$ cat src/hdl/ppsm_pkg.sv
// Package for the physical-layer power-state manager.
// Assumes a single 25 MHz clock; all counts are derived from it here.
package ppsm_pkg;

	localparam int unsigned CLK_HZ        = 25_000_000;
	// Break-link wait: at least 1.2 s, at most 1.3 s
	localparam int unsigned BRK_MIN_MS    = 1200;
	localparam int unsigned BRK_MAX_MS    = 1300;
	localparam int unsigned BRK_MS        = 1250;
	localparam int unsigned BRK_CYC       = (CLK_HZ / 1000) * BRK_MS;
	localparam int unsigned BRK_MIN_CYC   = (CLK_HZ / 1000) * BRK_MIN_MS;
	localparam int unsigned BRK_MAX_CYC   = (CLK_HZ / 1000) * BRK_MAX_MS;
	// Power-down bit position in the PHY control register
	localparam int unsigned PWRDN_BIT     = 11;
	// Power-down response encodings
	localparam logic        PDR_STAY      = 1'b0;
	localparam logic        PDR_DOWN      = 1'b1;
	localparam int unsigned CNT_W         = 26;
	localparam logic [25:0] CNT_RST       = 26'h000_0000;

	typedef enum logic [7:0] {
		PS_POWER_UP  = 8'b0000_0001,
		PS_ACTIVE    = 8'b0000_0010,
		PS_IDLE      = 8'b0000_0100,
		PS_CABLE_OFF = 8'b0000_1000,
		PS_IEEE_PD   = 8'b0001_0000,
		PS_LAN_PD    = 8'b0010_0000,
		PS_LINK_INIT = 8'b0100_0000,
		PS_AN_WAIT   = 8'b1000_0000
	} ppsm_state_t;

endpackage : ppsm_pkg

$ cat src/hdl/ppsm_top.sv
// Global power-state manager of an Ethernet physical-layer device.
// Assumes: single mclk domain, in-band messages arrive as one-cycle
// pulses or levels from same-clock logic, pins are asynchronous.
`timescale 1ns/10ps

module ppsm_top
	import ppsm_pkg::*;
#(
	parameter int unsigned BRK_WAIT_CYC = BRK_CYC
) (
	// Clock and reset
	input  wire logic mclk,
	input  wire logic rstn,
	// Device pins, asynchronous
	input  wire logic lan_off_pin_n,
	input  wire logic lan_supply_ok_n,
	// Ethernet link status from the physical layer
	input  wire logic cable_present,
	input  wire logic energy_detect,
	input  wire logic link_up,
	input  wire logic link_busy,
	input  wire logic partner_tx_lpi,
	// Controller in-band messages and configuration
	input  wire logic ib_power_down,
	input  wire logic ib_power_up,
	input  wire logic ib_tx_lpi_req,
	input  wire logic lpi_enable,
	input  wire logic phy_ctrl_pwrdn,
	input  wire logic pd_response,
	input  wire logic config_done,
	input  wire logic link_init_done,
	// Status and power controls
	output logic      [7:0] power_state,
	output logic            ib_link_down,
	output logic            cable_absent_flag,
	output logic            ib_rx_lpi_ind,
	output logic            rx_power_off,
	output logic            tx_lpi_active,
	output logic            phy_powered_down,
	output logic            phy_energy_detect_mode,
	output logic            clocks_gated,
	output logic            pcie_elec_idle,
	output logic            if_reset,
	output logic            an_start,
	output logic            an_enable,
	output logic            partial_power_down
);

	typedef struct packed {
		logic        off_s1;
		logic        off_s2;
		logic        sup_s1;
		logic        sup_s2;
		ppsm_state_t st;
		logic [CNT_W-1:0] cnt;
		logic        ib_pd;
		logic        rx_lpi;
		logic        tx_lpi;
		logic        cab_abs;
		logic        an_go;
	} ppsm_reg_t;

	ppsm_reg_t r;
	ppsm_reg_t next_r;

	logic pin_off;
	logic sup_bad;
	logic pd_cmd;

	always_comb begin
		pin_off = !r.off_s2;
		sup_bad = r.sup_s2;
		// Response field decides whether a command powers anything down
		pd_cmd  = (pd_response == PDR_DOWN);
	end

	always_comb begin
		next_r        = r;
		next_r.off_s1 = lan_off_pin_n;
		next_r.off_s2 = r.off_s1;
		next_r.sup_s1 = lan_supply_ok_n;
		next_r.sup_s2 = r.sup_s1;
		next_r.an_go  = 1'b0;
		if (!lpi_enable || !link_up) begin
			next_r.rx_lpi = 1'b0;
			next_r.tx_lpi = 1'b0;
		end else begin
			next_r.rx_lpi = partner_tx_lpi;
			next_r.tx_lpi = ib_tx_lpi_req;
		end
		// Pin and supply take priority over every other request
		if ((pin_off || sup_bad) && pd_cmd) begin
			next_r.st     = PS_LAN_PD;
			next_r.ib_pd  = 1'b0;
			next_r.rx_lpi = 1'b0;
			next_r.tx_lpi = 1'b0;
		end else if (ib_power_down && pd_cmd
			&& r.st != PS_LAN_PD) begin
			next_r.st     = PS_LAN_PD;
			next_r.ib_pd  = 1'b1;
			next_r.rx_lpi = 1'b0;
			next_r.tx_lpi = 1'b0;
		end else begin
			unique case (r.st)
			PS_POWER_UP: begin
				next_r.st = PS_LINK_INIT;
			end
			PS_ACTIVE, PS_IDLE: begin
				if (phy_ctrl_pwrdn && pd_cmd) begin
					next_r.st = PS_IEEE_PD;
				end else if (!cable_present) begin
					next_r.st      = PS_CABLE_OFF;
					next_r.cab_abs = 1'b1;
				end else if (!link_up) begin
					next_r.st = PS_AN_WAIT;
					next_r.cnt = CNT_RST;
				end else begin
					next_r.st = link_busy ? PS_ACTIVE : PS_IDLE;
				end
			end
			PS_CABLE_OFF: begin
				if (energy_detect) begin
					next_r.st      = PS_AN_WAIT;
					next_r.cab_abs = 1'b0;
					next_r.cnt     = CNT_RST;
				end
			end
			PS_IEEE_PD: begin
				if (!phy_ctrl_pwrdn || !pd_cmd) begin
					next_r.st  = PS_AN_WAIT;
					next_r.cnt = CNT_RST;
				end
			end
			PS_LAN_PD: begin
				// In-band exits only the in-band power-down
				if ((!r.ib_pd && !pin_off && !sup_bad)
					|| (r.ib_pd && ib_power_up)
					|| !pd_cmd) begin
					next_r.st    = PS_LINK_INIT;
					next_r.ib_pd = 1'b0;
				end
			end
			PS_LINK_INIT: begin
				// Configuration only counts once link_init_done is also high
				if (link_init_done && config_done) begin
					next_r.st  = PS_AN_WAIT;
					next_r.cnt = CNT_RST;
				end
			end
			PS_AN_WAIT: begin
				if (!cable_present) begin
					next_r.st      = PS_CABLE_OFF;
					next_r.cab_abs = 1'b1;
				end else if (r.cnt >= CNT_W'(BRK_WAIT_CYC - 1)) begin
					next_r.an_go = 1'b1;
					next_r.st    = PS_IDLE;
				end else begin
					next_r.cnt = r.cnt + CNT_W'(1);
				end
			end
			endcase
		end
	end

	always_ff @(posedge mclk or negedge rstn) begin
		if (!rstn) begin
			r         <= '0;
			r.off_s1  <= 1'b1;
			r.off_s2  <= 1'b1;
			r.st      <= PS_POWER_UP;
			r.cnt     <= CNT_RST;
		end else begin
			r <= next_r;
		end
	end

	always_comb begin
		power_state            = r.st;
		ib_link_down           = r.cab_abs || !link_up;
		cable_absent_flag      = r.cab_abs;
		ib_rx_lpi_ind          = r.rx_lpi;
		rx_power_off           = r.rx_lpi;
		tx_lpi_active          = r.tx_lpi;
		phy_powered_down       = (r.st == PS_LAN_PD)
			|| (r.st == PS_IEEE_PD);
		phy_energy_detect_mode = (r.st == PS_CABLE_OFF);
		// Clock gating is not possible when only in-band logic sleeps
		clocks_gated           = (r.st == PS_LAN_PD) && !r.ib_pd;
		partial_power_down     = (r.st == PS_LAN_PD) && r.ib_pd;
		pcie_elec_idle         = phy_powered_down
			|| (r.st == PS_CABLE_OFF);
		if_reset               = (r.st == PS_LAN_PD)
			|| (r.st == PS_POWER_UP);
		an_start               = r.an_go;
		an_enable              = (r.st == PS_ACTIVE) || (r.st == PS_IDLE);
	end

endmodule : ppsm_top

$ cat config.mk
export PLATFORM = sky130hd
export DESIGN_NAME = ppsm_top
export DESIGN_NICKNAME = d
export VERILOG_FILES = /design/src/hdl/ppsm_pkg.sv /design/src/hdl/ppsm_top.sv
export SDC_FILE = /design/constraint.sdc
export NUM_CORES = 1
export LEC_CHECK = 0
export BUFFER_PORTS_ARGS = -buffer_cell sky130_fd_sc_hd__buf_2
export CAP_MARGIN = 40
export CORE_ASPECT_RATIO = 0.5
export CORE_MARGIN = 2
export CORE_UTILIZATION = 43
export CTS_BUF_LIST = sky130_fd_sc_hd__clkbuf_4
export CTS_CLUSTER_SIZE = 20
export DETAILED_ROUTE_END_ITERATION = 7
export PLACE_DENSITY = 0.62
export SYNTH_ARGS = -nofsm -noshare
export SYNTH_HDL_FRONTEND = slang
export SYNTH_SLANG_ARGS = --single-unit
$ cat constraint.sdc
create_clock -name mclk -period 2.21 [get_ports mclk]
set_clock_uncertainty 0.05 [all_clocks]
set_input_delay 0.3315 -clock mclk [delete_from_list [all_inputs] [get_ports mclk]]
set_output_delay 0.3315 -clock mclk [all_outputs]
set_load 0.01 [all_outputs]
# Word-level counts from Yosys, hierarchy flattened
# Cells that the tools add are included.
[op_classes]
eq_ne = 22
order_cmp = 1
mux = 34
add_sub_neg = 1
n_bitwise = 2
n_reduce_logical = 36
[op_table]
columns = ["cell", "n"]
rows = [
  ["26-bit two-way mux", 5],
  ["26-bit case mux with 5 select lines", 1],
  ["34-bit two-way mux", 3],
  ["8-bit two-way mux", 8],
  ["8-bit case mux with 7 select lines", 1],
  ["26-bit by 1-bit adder with 26-bit output (second input constant)", 1],
  ["26-bit by 25-bit greater-or-equal comparator with 1-bit output (second input constant)", 1],
  ["2-bit != test (second input constant)", 8],
  ["4-bit != test (second input constant)", 3],
  ["1-bit two-way mux", 11],
  ["11-bit AND reduction", 1],
  ["1-bit logical AND", 10],
  ["1-bit logical OR", 10],
  ["5-bit AND reduction", 2],
  ["3-bit nonzero test", 3],
  ["8-bit by 1-bit == test with 1-bit output (second input constant)", 1],
  ["8-bit by 2-bit == test with 1-bit output (second input constant)", 1],
  ["8-bit by 3-bit == test with 1-bit output (second input constant)", 1],
  ["8-bit by 4-bit == test with 1-bit output (second input constant)", 1],
  ["8-bit by 5-bit == test with 1-bit output (second input constant)", 1],
  ["8-bit by 6-bit == test with 1-bit output (second input constant)", 1],
  ["8-bit by 7-bit == test with 1-bit output (second input constant)", 1],
  ["8-bit == test (second input constant)", 1],
  ["8-bit by 6-bit != test with 1-bit output (second input constant)", 1],
  ["other kinds (10)", 19],
]
[totals]
in_bits = 17
regBits = 43

# Longest topological paths before layout
# Gate-level depths: netlist of run 1.
[logic_depth]
ltp_word = 9
ltp_mapped = 9

# Worst setup path after synthesis of run 1
# Ideal clock, no wire load.
[synth_path]
kind = "register to register"
startpoint = "register r (netlist bit power_state[1])"
endpoint = "register r[22] (netlist bit)"
n_path_buf = 1
synth_period_minus_slack_ns = 2.138
t_arrival_ns = 1.957
setup_time_ns = 0.131
path_slack_ns = 0.072
required_time_ns = 2.029
path_stages_with_launch = 9
cell_sequence = "dfrtp_1 nor4_4 nand4b_2 a31o_2 nor2_4 o211ai_4 buf_6 o21ai_1 o41ai_2"
[synth_between]
elab_chain_cells = 4
elab_cells_between_ends = 21
cone_classes = "eq/ne (15); mux (1); bitwise (1); reduce/logical (4)"
[synth_lines]
columns = ["item", "line", "text"]
rows = [
  ["from (decl)", "ppsm_top.sv:63", "ppsm_reg_t r;"],
  ["from (signal assigned)", "ppsm_top.sv:173", "r <= next_r;"],
  ["8-bit by 2-bit == test with 1-bit output, or another cell as far along", "ppsm_top.sv:104", "unique case (r.st)"],
  ["2-bit OR reduction or 1-bit logical AND (tied branches)", "ppsm_top.sv:104, ppsm_top.sv:98", ""],
  ["5-bit nonzero test (no line), or another cell as far along", "--", ""],
  ["11-bit AND reduction (no line)", "--", ""],
]
# Parallel ways exist; a longest one is shown, timed or not.
# A chain may end at the register's enable or synchronous reset.

# Worst setup path after layout of run 1
[layout_path]
startpoint = "register r (netlist bit power_state[1])"
endpoint = "register r[13] (netlist bit)"
# Same word-level chain as after synthesis.

==> results.cfg, run 1 <==
[run_status]
status = finished with violations
violated_checks = DRC, setup timing

[grt]
pin_count_of_the_biggest_net_entering_global_routing = 44
first_global_vias = 2394
grt.total_usage_pct = 22.0
grt_antenna_before_repair = 0
grt_first_pass_wirelength_mm = 11.4
gr-total-overflow = 0

[min_path]
holdCritStartpoint = link_busy
hp-class = in -> reg
whs_path_depth = 2
timing.hold.worst_endpoint = power_state[1]

[setup_path]
critical_path_arrival_ps = 2510
timing.critical_path.fanout_max = 7
ff2ff_setup_slack_ps = -100
critical_path.startpoint_type = register
cp_num_buf_inv = 3
cp_slowest_cell = dfrtp_2
setup.worst_path.class = reg -> reg
crit_path_cell_trace = nor4_4 > buf_4 > nand4b_4 > a31o_4 > nor2_4 > o211ai_4 > buf_6 > buf_8 > o21ai_2 > o31ai_1
regToRegStartpoint = power_state[1]
cp.required_ps = 2410
reg2regPathDepth = 10
crit_family = simple AND/OR/NAND/NOR gates
crit-reg2reg-capture = r[13]
critical-path-max-stage-delay_ps = 450
end_kind = register

[drt]
drt_drc_violations_left = 7
routedWlPerCell_um = 16.5
drt_wl_total_mm = 7.24
number_of_vias_in_the_routed_layout = 2530
via_per_inst = 5.75
drt_pass1_iterations = 6
route.antenna.remaining_nets = 0
drt_iter0_markers = 179

[sta]
grt_setup_unrepaired = yes
clock.fmax_mhz = 433
maxSlewViolCount = 0
slew_headroom_pct = 63.6
period_utilisation_layout_pct = 104
post-route-worst-setup-slack_ps = -97.3
report.final.hold_viol_count = 0
finalHoldWorstSlack_ps = 179
report.final.setup_viol = 31
timing.final.crit_period_ps = 2310
tightestPinTransition_ps = 546

[placed_design]
detailed_place_hpwl_mm = 4.71
place_inst = 412
port_buffers = 37
routabilityCongestion = 0.885

[clocking]
worst_setup_hold_path_clk_slew_ps = 140
cts-htree-levels = 2
cts_root_buffer = clkbuf_4
tritoncts.num_buffers = 5
numClockSinks = 43
cts_tree = built
clock_latency_on_the_worst_skew_pair_ps = 370
clock_path_buffers = 2

[logic_synthesis]
postSynth.asyncResetShare_pct = 100
synth-seq-cells = 43
synth.area.top_cells = dfrtp_1 (39%), nor2_1 (4.5%), o21ai_1 (3.9%)
ys_warn_count = 0
synth_seq_area_share_pct = 42.2
yosys.cell_count.top_type = dfrtp_1
synth_top_cells_by_count = dfrtp_1 (40), nor2_1 (31), nand2_1 (23)
synthesis.area_per_instance_um2 = 9.41
mappedNetlistArea_mm2 = 0.00256
netlist-cell-type-count = 56
yosys.area.top_type_share_pct = 39.1
postSynthNetCount = 290
synth_ff_type = dfrtp_1
synth_edf_count = 0
number_of_standard_cells_after_synthesis = 272
synthDominantAreaCellType = dfrtp_1

[finish]
final_instance_count_without_filler_cells = 440
layout-drive-gt1-share_pct = 50.7
nNetsFinal = 384
syn_to_final_growth_pct = 45.8
fill_cells = 421
fin_util_pct = 66.5
total_inserted_antenna_cells = 0

[floorplanning]
floorplan.core_area_mm2 = 0.00561
num_ports = 38
die-height_um = 58.5
floorplan.die_area_mm2 = 0.00662
rows = 19
floorplan.initialDensity_pct = 45.6
die_w_um = 113

[power]
ir_drop_mv = 0.209
post-layout-total-power_uw = 1510
pwr_density_cell_mw_per_mm2 = 405
p_leak_uw = 0.00166

[flow_run]
max_cap_violations = 0
==> worst register-to-register path, delay by kind of cell (launching register included) <==
family | cells | cell delay (ps)
AOI/OAI and AO/OA | 4 | 580
buffers and inverters | 3 | 460
DFF | 1 | 450
and+or+nand+nor | 3 | 650
==> metal layers <==
layer / track usage (%) / up-vias / part of all wire (%)
met3: 4.63 / 8 / 5.7
li1: - / 1208 / -
met4: 6.27 / 0 / 0.83
met2: 37.6 / 77 / 49
met5: 0 / - / 0
met1: 28.8 / 1237 / 45
==> worst max-delay path by stage <==
stage                    endpoint           start  depth (start not counted)
2_1_floorplan               r[22]  power_state[1]                          8
5_1_grt                     r[25]  power_state[1]                          7
3_3_place_gp                r[17]  power_state[1]                         10
3_5_place_dp                r[15]  power_state[1]                         10
6_report                    r[13]  power_state[1]                         10
4_1_cts        partial_power_down  power_state[3]                          6
==> cell type report <==
| cell class | count | area [µm²] | area share [%] |
|---|---|---|---|
| clock buffers | 6 | 45.0 | 1.21 |
| clock inverters | 2 | 12.5 | 0.335 |
| inverters | 6 | 22.5 | 0.604 |
| multi-input cells | 207 | 1670 | 44.7 |
| flip-flops and latches | 43 | 1080 | 29.1 |
| well taps | 73 | 91.3 | 2.45 |
| repair buffers | 103 | 807 | 21.6 |
==> placed cells by master, fill, tap and decap left out, types with 7 or more instances in the layout <==
cell | Yosys | layout
nand3_1 | 16 | 13
o31ai_2 | 2 | 7
o21ai_1 | 20 | 10
buf_6 | 3 | 9
and3_1 | 7 | 7
buf_4 | 9 | 53
a21oi_1 | 12 | 10
nor2_1 | 31 | 30
buf_2 | 0 | 33
nand2_1 | 23 | 20
dfrtp_1 | 40 | 37
o21ai_2 | 1 | 16
==> cells by family (layout without fill, tap and decap cells) <==
kind of cell	after synthesis	count (layout)	synth area share [%]
and+or+nand+nor	123	123	28.2
xor gates and xnor gates	1	1	0.342
adders and majority gates	1	1	0.489
DFF	43	43	42.2
buffers and inverters	22	117	5.43
AOI/OAI and AO/OA	81	81	23.2
other	1	1	0.147
==> registers in the layout, indices dropped and copies added (netlist names) <==
register	flops
ib_rx_lpi_ind	1
cable_absent_flag	1
sup_bad	1
an_start	1
tx_lpi_active	1
next_r	2
r	28
power_state	8
==> power by group <==
part | leakage (µW) | switching [µW] | internal, µW | total [µW]
clock | 0.0000317 | 271 | 135 | 406
sequential | 0.000574 | 19.9 | 807 | 826
combinational | 0.00106 | 148 | 131 | 278
total | 0.00166 | 438 | 1070 | 1510
==> per-stage QoR <==
stage	setup WS, ps	area, µm²	TNS, ps
3_3_place_gp	8.06	3090	0
3_5_place_dp	-66.7	3090	-414
2_1_floorplan	72.2	2560	0
5_1_grt	-198	3730	-5280
6_report	-97.3	3730	-1770
4_1_cts	-68.2	3400	-826
==> repair_timing <==
item | in CTS | in global routing
setup buffers | 9 | 5
endpoints found under the hold margin | 42 | 0
pin swaps | 10 | 12
gates resized for setup | 25 | 62
gates cloned | 1 | 2
hold buffers | 3 | 0
endpoints found under the setup margin | 29 | 38
(Power assumes the default switching activity.)
==> run 2: changes to the inputs <==
ABC_AREA = 1   (was unset)
PLACE_DENSITY = 0.61   (was 0.62)
==> results.cfg, run 2 <==
[finish]
layout_commonest_cell = nand2_1
regArea_mm2 = 0.00108
largest-register = r
total_inserted_antenna_cells = 0
fill_cells = 759
largest_register_ffs = 28
layout.cell_area.non_filler_mm2 = 0.00352
multi_input_area_mm2 = 0.00181
syn_to_final_growth_pct = 9.58
nNetsFinal = 528
final_cell_mix = nand2_1 (164), nor2_1 (84), inv_1 (41)
layout-drive-gt1-share_pct = 20.0

[logic_synthesis]
synthesis.area_per_instance_um2 = 6.78
postSynthNetCount = 492
synthDominantAreaCellType = dfrtp_1
synth_ff_type = dfrtp_1
synth-seq-cells = 43
postSynth.asyncResetShare_pct = 100
netlist-cell-type-count = 37
synth_seq_area_share_pct = 33.6
ys_warn_count = 0
number_of_standard_cells_after_synthesis = 474
yosys.area.top_type_share_pct = 31.2
synth.area.top_cells = dfrtp_1 (31%), nand2_1 (19%), nor2_1 (9.8%)
mappedNetlistArea_mm2 = 0.00321
yosys.cell_count.top_type = nand2_1
synth_top_cells_by_count = nand2_1 (164), nor2_1 (84), inv_1 (41)
synth_edf_count = 0

[clocking]
clock_path_buffers = 2
clock_latency_on_the_worst_skew_pair_ps = 370
cts_root_buffer = clkbuf_4
cts_tree = built
tritoncts.num_buffers = 5
numClockSinks = 43
cts_setup_buffers = 0
cts-htree-levels = 2
worst_setup_hold_path_clk_slew_ps = 140

[power]
ir_drop_mv = 0.164
p_leak_uw = 0.00172
pwr_density_cell_mw_per_mm2 = 410
post-layout-total-power_uw = 1440

[drt]
drt_iter0_markers = 239
route.antenna.remaining_nets = 0
drt_wl_total_mm = 7.29
via_per_inst = 4.71
routedWlPerCell_um = 12.0
number_of_vias_in_the_routed_layout = 2858
drt_pass1_iterations = 5
drt_drc_violations_left = 0

[setup_path]
setup.worst_path.class = reg -> reg
regToRegStartpoint = r[41]
critical_path_arrival_ps = 2280
reg2regPathDepth = 9
end_kind = register
ff2ff_setup_slack_ps = 200
cp_num_buf_inv = 2
crit_path_cell_trace = inv_1 > or2_2 > nand2_1 > nand2_8 > clkinv_4 > nand2_4 > nor2_8 > nand3_1 > nand2_1
critical_path.startpoint_type = register
critical-path-max-stage-delay_ps = 540
crit_family = simple AND/OR/NAND/NOR gates
timing.critical_path.fanout_max = 25
path_depth = 9
crit-reg2reg-capture = r[17]
timing.critical_path.mode_cell = nand2_1
cp_slowest_cell = dfstp_2
cp.required_ps = 2480

[run_status]
status = finished, final reports clean

[sta]
slew_headroom_pct = 64.0
maxSlewViolCount = 0
tightestPinTransition_ps = 540
totalNegativeSetupSlack_ps = 0
timing.final.crit_period_ps = 2010
grt_setup_unrepaired = no
post-route-worst-setup-slack_ps = 201
report.final.hold_viol_count = 0
clock.fmax_mhz = 498
period_utilisation_layout_pct = 90.9
report.final.setup_viol = 0

[placed_design]
dpl-instance-area_mm2 = 0.00342
port_buffers = 37
routabilityCongestion = 0.869
detailed_place_hpwl_mm = 5.41
dpl_worst_slack_ps = 178

[floorplanning]
floorplan.core_area_mm2 = 0.00729
die_w_um = 126
rows = 22
num_ports = 38
die-height_um = 65.1
floorplan.die_area_mm2 = 0.00822
floorplan.initialDensity_pct = 44.0

[min_path]
hp-class = in -> reg
holdCritStartpoint = ib_tx_lpi_req
whs_path_depth = 3
timing.hold.worst_endpoint = tx_lpi_active

[grt]
first_global_vias = 2615
pin_count_of_the_biggest_net_entering_global_routing = 28
grt.total_usage_pct = 18.4
gr-total-overflow = 0
grt_antenna_before_repair = 0
grt_first_pass_wirelength_mm = 12.2

[flow_run]
max_cap_violations = 0
## run 2: cell types whose count changed after synthesis, moves of 6 or more
cell / before / now
nand2_1: 23 / 164
nor2_1: 31 / 84
inv_1: 6 / 41
nand3_1: 16 / 40
o21ai_1: 20 / 0
nand3_2: 1 / 20
o31ai_1: 12 / 0
and3_1: 7 / 1
nand2_2: 0 / 6
nor2b_1: 6 / 0
## run 2: worst max-delay path by stage
stage	startpoint	end	slack (ps)
finish	r[41]	r[17]	200
CTS	r[5]	r[26]	150
global route	r[5]	r[19]	20
global placement	r[5]	r[24]	180
floorplan	r[5]	r[24]	450
detailed placement	r[5]	r[19]	180
## run 2: layer usage
metal  global-route usage [%]  up-vias  share of wire (%)
li1                         -     1542                  -
met1                     25.6     1256                 51
met2                     30.1       56                 44
met3                     3.58        4                4.4
met4                     4.12        0               0.18
met5                        0        -                  0
## run 2: cell type report
cell class,instances,area share [%]
flip-flops and latches,43,30.7
well taps,96,3.41
clock buffers,5,1.07
clock inverters,3,0.569
multi-input cells,367,51.4
repair buffers,45,7.53
inverters,48,5.40
## run 2: kinds of logic after synthesis
logic type / synth area share (%)
and+or+nand+nor: 50.4
buffers and inverters: 10.7
DFF: 33.6
AOI/OAI and AO/OA: 3.19
xor gates and xnor gates: 1.64
adders and majority gates: 0.389
other: 0.117
## run 2: repair_timing
action,in CTS,in global routing
endpoints found under the setup margin,0,23
hold buffers,3,0
endpoints found under the hold margin,22,0
resized for setup,0,1
## run 2: stage by stage
stage	hold WS [ps]	std cells	utilization [%]
finish	130	607	48.3
global route	135	607	48.3
CTS	117	606	48.0
detailed placement	293	595	46.8
global placement	284	595	46.8
floorplan	-14.1	474	-
## run 2: worst min-delay path: stages
cell,delay [ps]
buf_2,100
nand3_1,70
nor2_1,40
## run 2: where the power goes
group,total [µW],internal [µW],switching [µW]
combinational,225,75.2,149
clock,403,122,281
sequential,815,805,10.5
==> run 3: changes to the inputs <==
RECOVER_POWER = 50   (was unset)
==> results.cfg, run 3 (same netlist as run 2, synthesis figures left out) <==
[grt]
pin_count_of_the_biggest_net_entering_global_routing = 28
gr-total-overflow = 0
grt_first_pass_wirelength_mm = 12.2
first_global_vias = 2615
grt.total_usage_pct = 18.4
grt_antenna_before_repair = 0

[clocking]
clock_latency_on_the_worst_skew_pair_ps = 370
cts_root_buffer = clkbuf_4
cts_setup_buffers = 0
tritoncts.num_buffers = 5
cts-htree-levels = 2
cts_tree = built
clock_path_buffers = 2
worst_setup_hold_path_clk_slew_ps = 140
numClockSinks = 43

[floorplanning]
die_w_um = 126
floorplan.core_area_mm2 = 0.00729
die-height_um = 65.1
floorplan.initialDensity_pct = 44.0
rows = 22
num_ports = 38
floorplan.die_area_mm2 = 0.00822

[setup_path]
critical_path.startpoint_type = register
cp.required_ps = 2480
end_kind = register
cp_num_buf_inv = 2
timing.critical_path.fanout_max = 25
reg2regPathDepth = 9
regToRegStartpoint = r[41]
setup.worst_path.class = reg -> reg
crit-reg2reg-capture = r[17]
critical_path_arrival_ps = 2280
crit_family = simple AND/OR/NAND/NOR gates
timing.critical_path.mode_cell = nand2_1
ff2ff_setup_slack_ps = 200
critical-path-max-stage-delay_ps = 540
crit_path_cell_trace = inv_1 > or2_2 > nand2_1 > nand2_8 > clkinv_4 > nand2_4 > nor2_8 > nand3_1 > nand2_1
cp_slowest_cell = dfstp_2

[sta]
slew_headroom_pct = 13.0
report.final.hold_viol_count = 0
tightestPinTransition_ps = 1300
report.final.setup_viol = 0
totalNegativeSetupSlack_ps = 0
period_utilisation_layout_pct = 91.0
grt_setup_unrepaired = no
clock.fmax_mhz = 497
timing.final.crit_period_ps = 2010
maxSlewViolCount = 0

[finish]
largest_register_ffs = 28
final_cell_mix = nand2_1 (164), nor2_1 (84), inv_1 (41)
total_inserted_antenna_cells = 0
nNetsFinal = 528
syn_to_final_growth_pct = 9.31
largest-register = r
fin_util_pct = 48.1
layout-drive-gt1-share_pct = 18.6
layout_commonest_cell = nand2_1

[drt]
route.antenna.remaining_nets = 0
via_per_inst = 4.71
drt_pass1_iterations = 4
drt_drc_violations_left = 0
number_of_vias_in_the_routed_layout = 2856
drt_wl_total_mm = 7.28
routedWlPerCell_um = 12.0
drt_iter0_markers = 243

[placed_design]
routabilityCongestion = 0.869
port_buffers = 37
detailed_place_hpwl_mm = 5.41

[min_path]
hp-class = in -> reg
holdCritStartpoint = ib_tx_lpi_req
timing.hold.worst_endpoint = tx_lpi_active
whs_path_depth = 3

[power]
ir_drop_mv = 0.165
p_leak_uw = 0.00170
pwr_density_cell_mw_per_mm2 = 410

[run_status]
status = finished, final reports clean

[flow_run]
max_cap_violations = 0
-- run 3: cell count changes in the layout (fill, tap and decap cells not counted) --
cell      previous run  this run
buf_2               37        30
clkbuf_1             0         7
-- run 3: worst min-delay path, cell delays in order --
cell and delay (ps):
buf_2 100, nand3_1 70, nor2_1 40
-- run 3: final cells by class --
type | count | area [µm²]
fill | 761 | 3780
multi-input combinational | 367 | 1810
sequential | 43 | 1080
timing repair buffer | 45 | 256
inverter | 48 | 190
tap | 96 | 120
clock buffer | 5 | 37.5
clock inverter | 3 | 20.0
-- run 3: routing by layer --
layer,up-vias,GRT usage (%),wire (µm)
met5,-,0,0
met4,0,4.12,8
met3,2,3.58,332
met2,58,30.1,3230
met1,1254,25.6,3710
li1,1542,-,-
-- run 3: worst max path at each step --
| stage | from | endpoint | depth (start not counted) |
|---|---|---|---|
| floorplan | r[5] | r[24] | 12 |
| global placement | r[5] | r[24] | 11 |
| detailed placement | r[5] | r[19] | 11 |
| CTS | r[5] | r[26] | 11 |
| global route | r[5] | r[19] | 11 |
| finish | r[41] | r[17] | 9 |
-- run 3: per-stage QoR --
stage               setup slack, ps  instances  cell area (µm²)  hold WS [ps]  total power (µW)
global placement                185        595             3420           284              1050
detailed placement              178        595             3420           293              1050
CTS                             146        606             3500           117              1470
finish                          199        607             3510           134              1440
floorplan                       451        474             3210         -14.1               987
global route                   15.8        607             3510           135              1520
-- run 3: what timing repair did --
action | 4_1_cts | 5_1_grt
hold buffers | 3 | 0
endpoints found under the hold margin | 22 | 0
setup endpoints to repair | 0 | 23
resized for setup | 0 | 1
-- run 3: where the power goes --
group	total [µW]	internal (µW)	switching [µW]
Sequential	815	805	10.6
Combinational	223	73.9	149
Clock	400	122	279
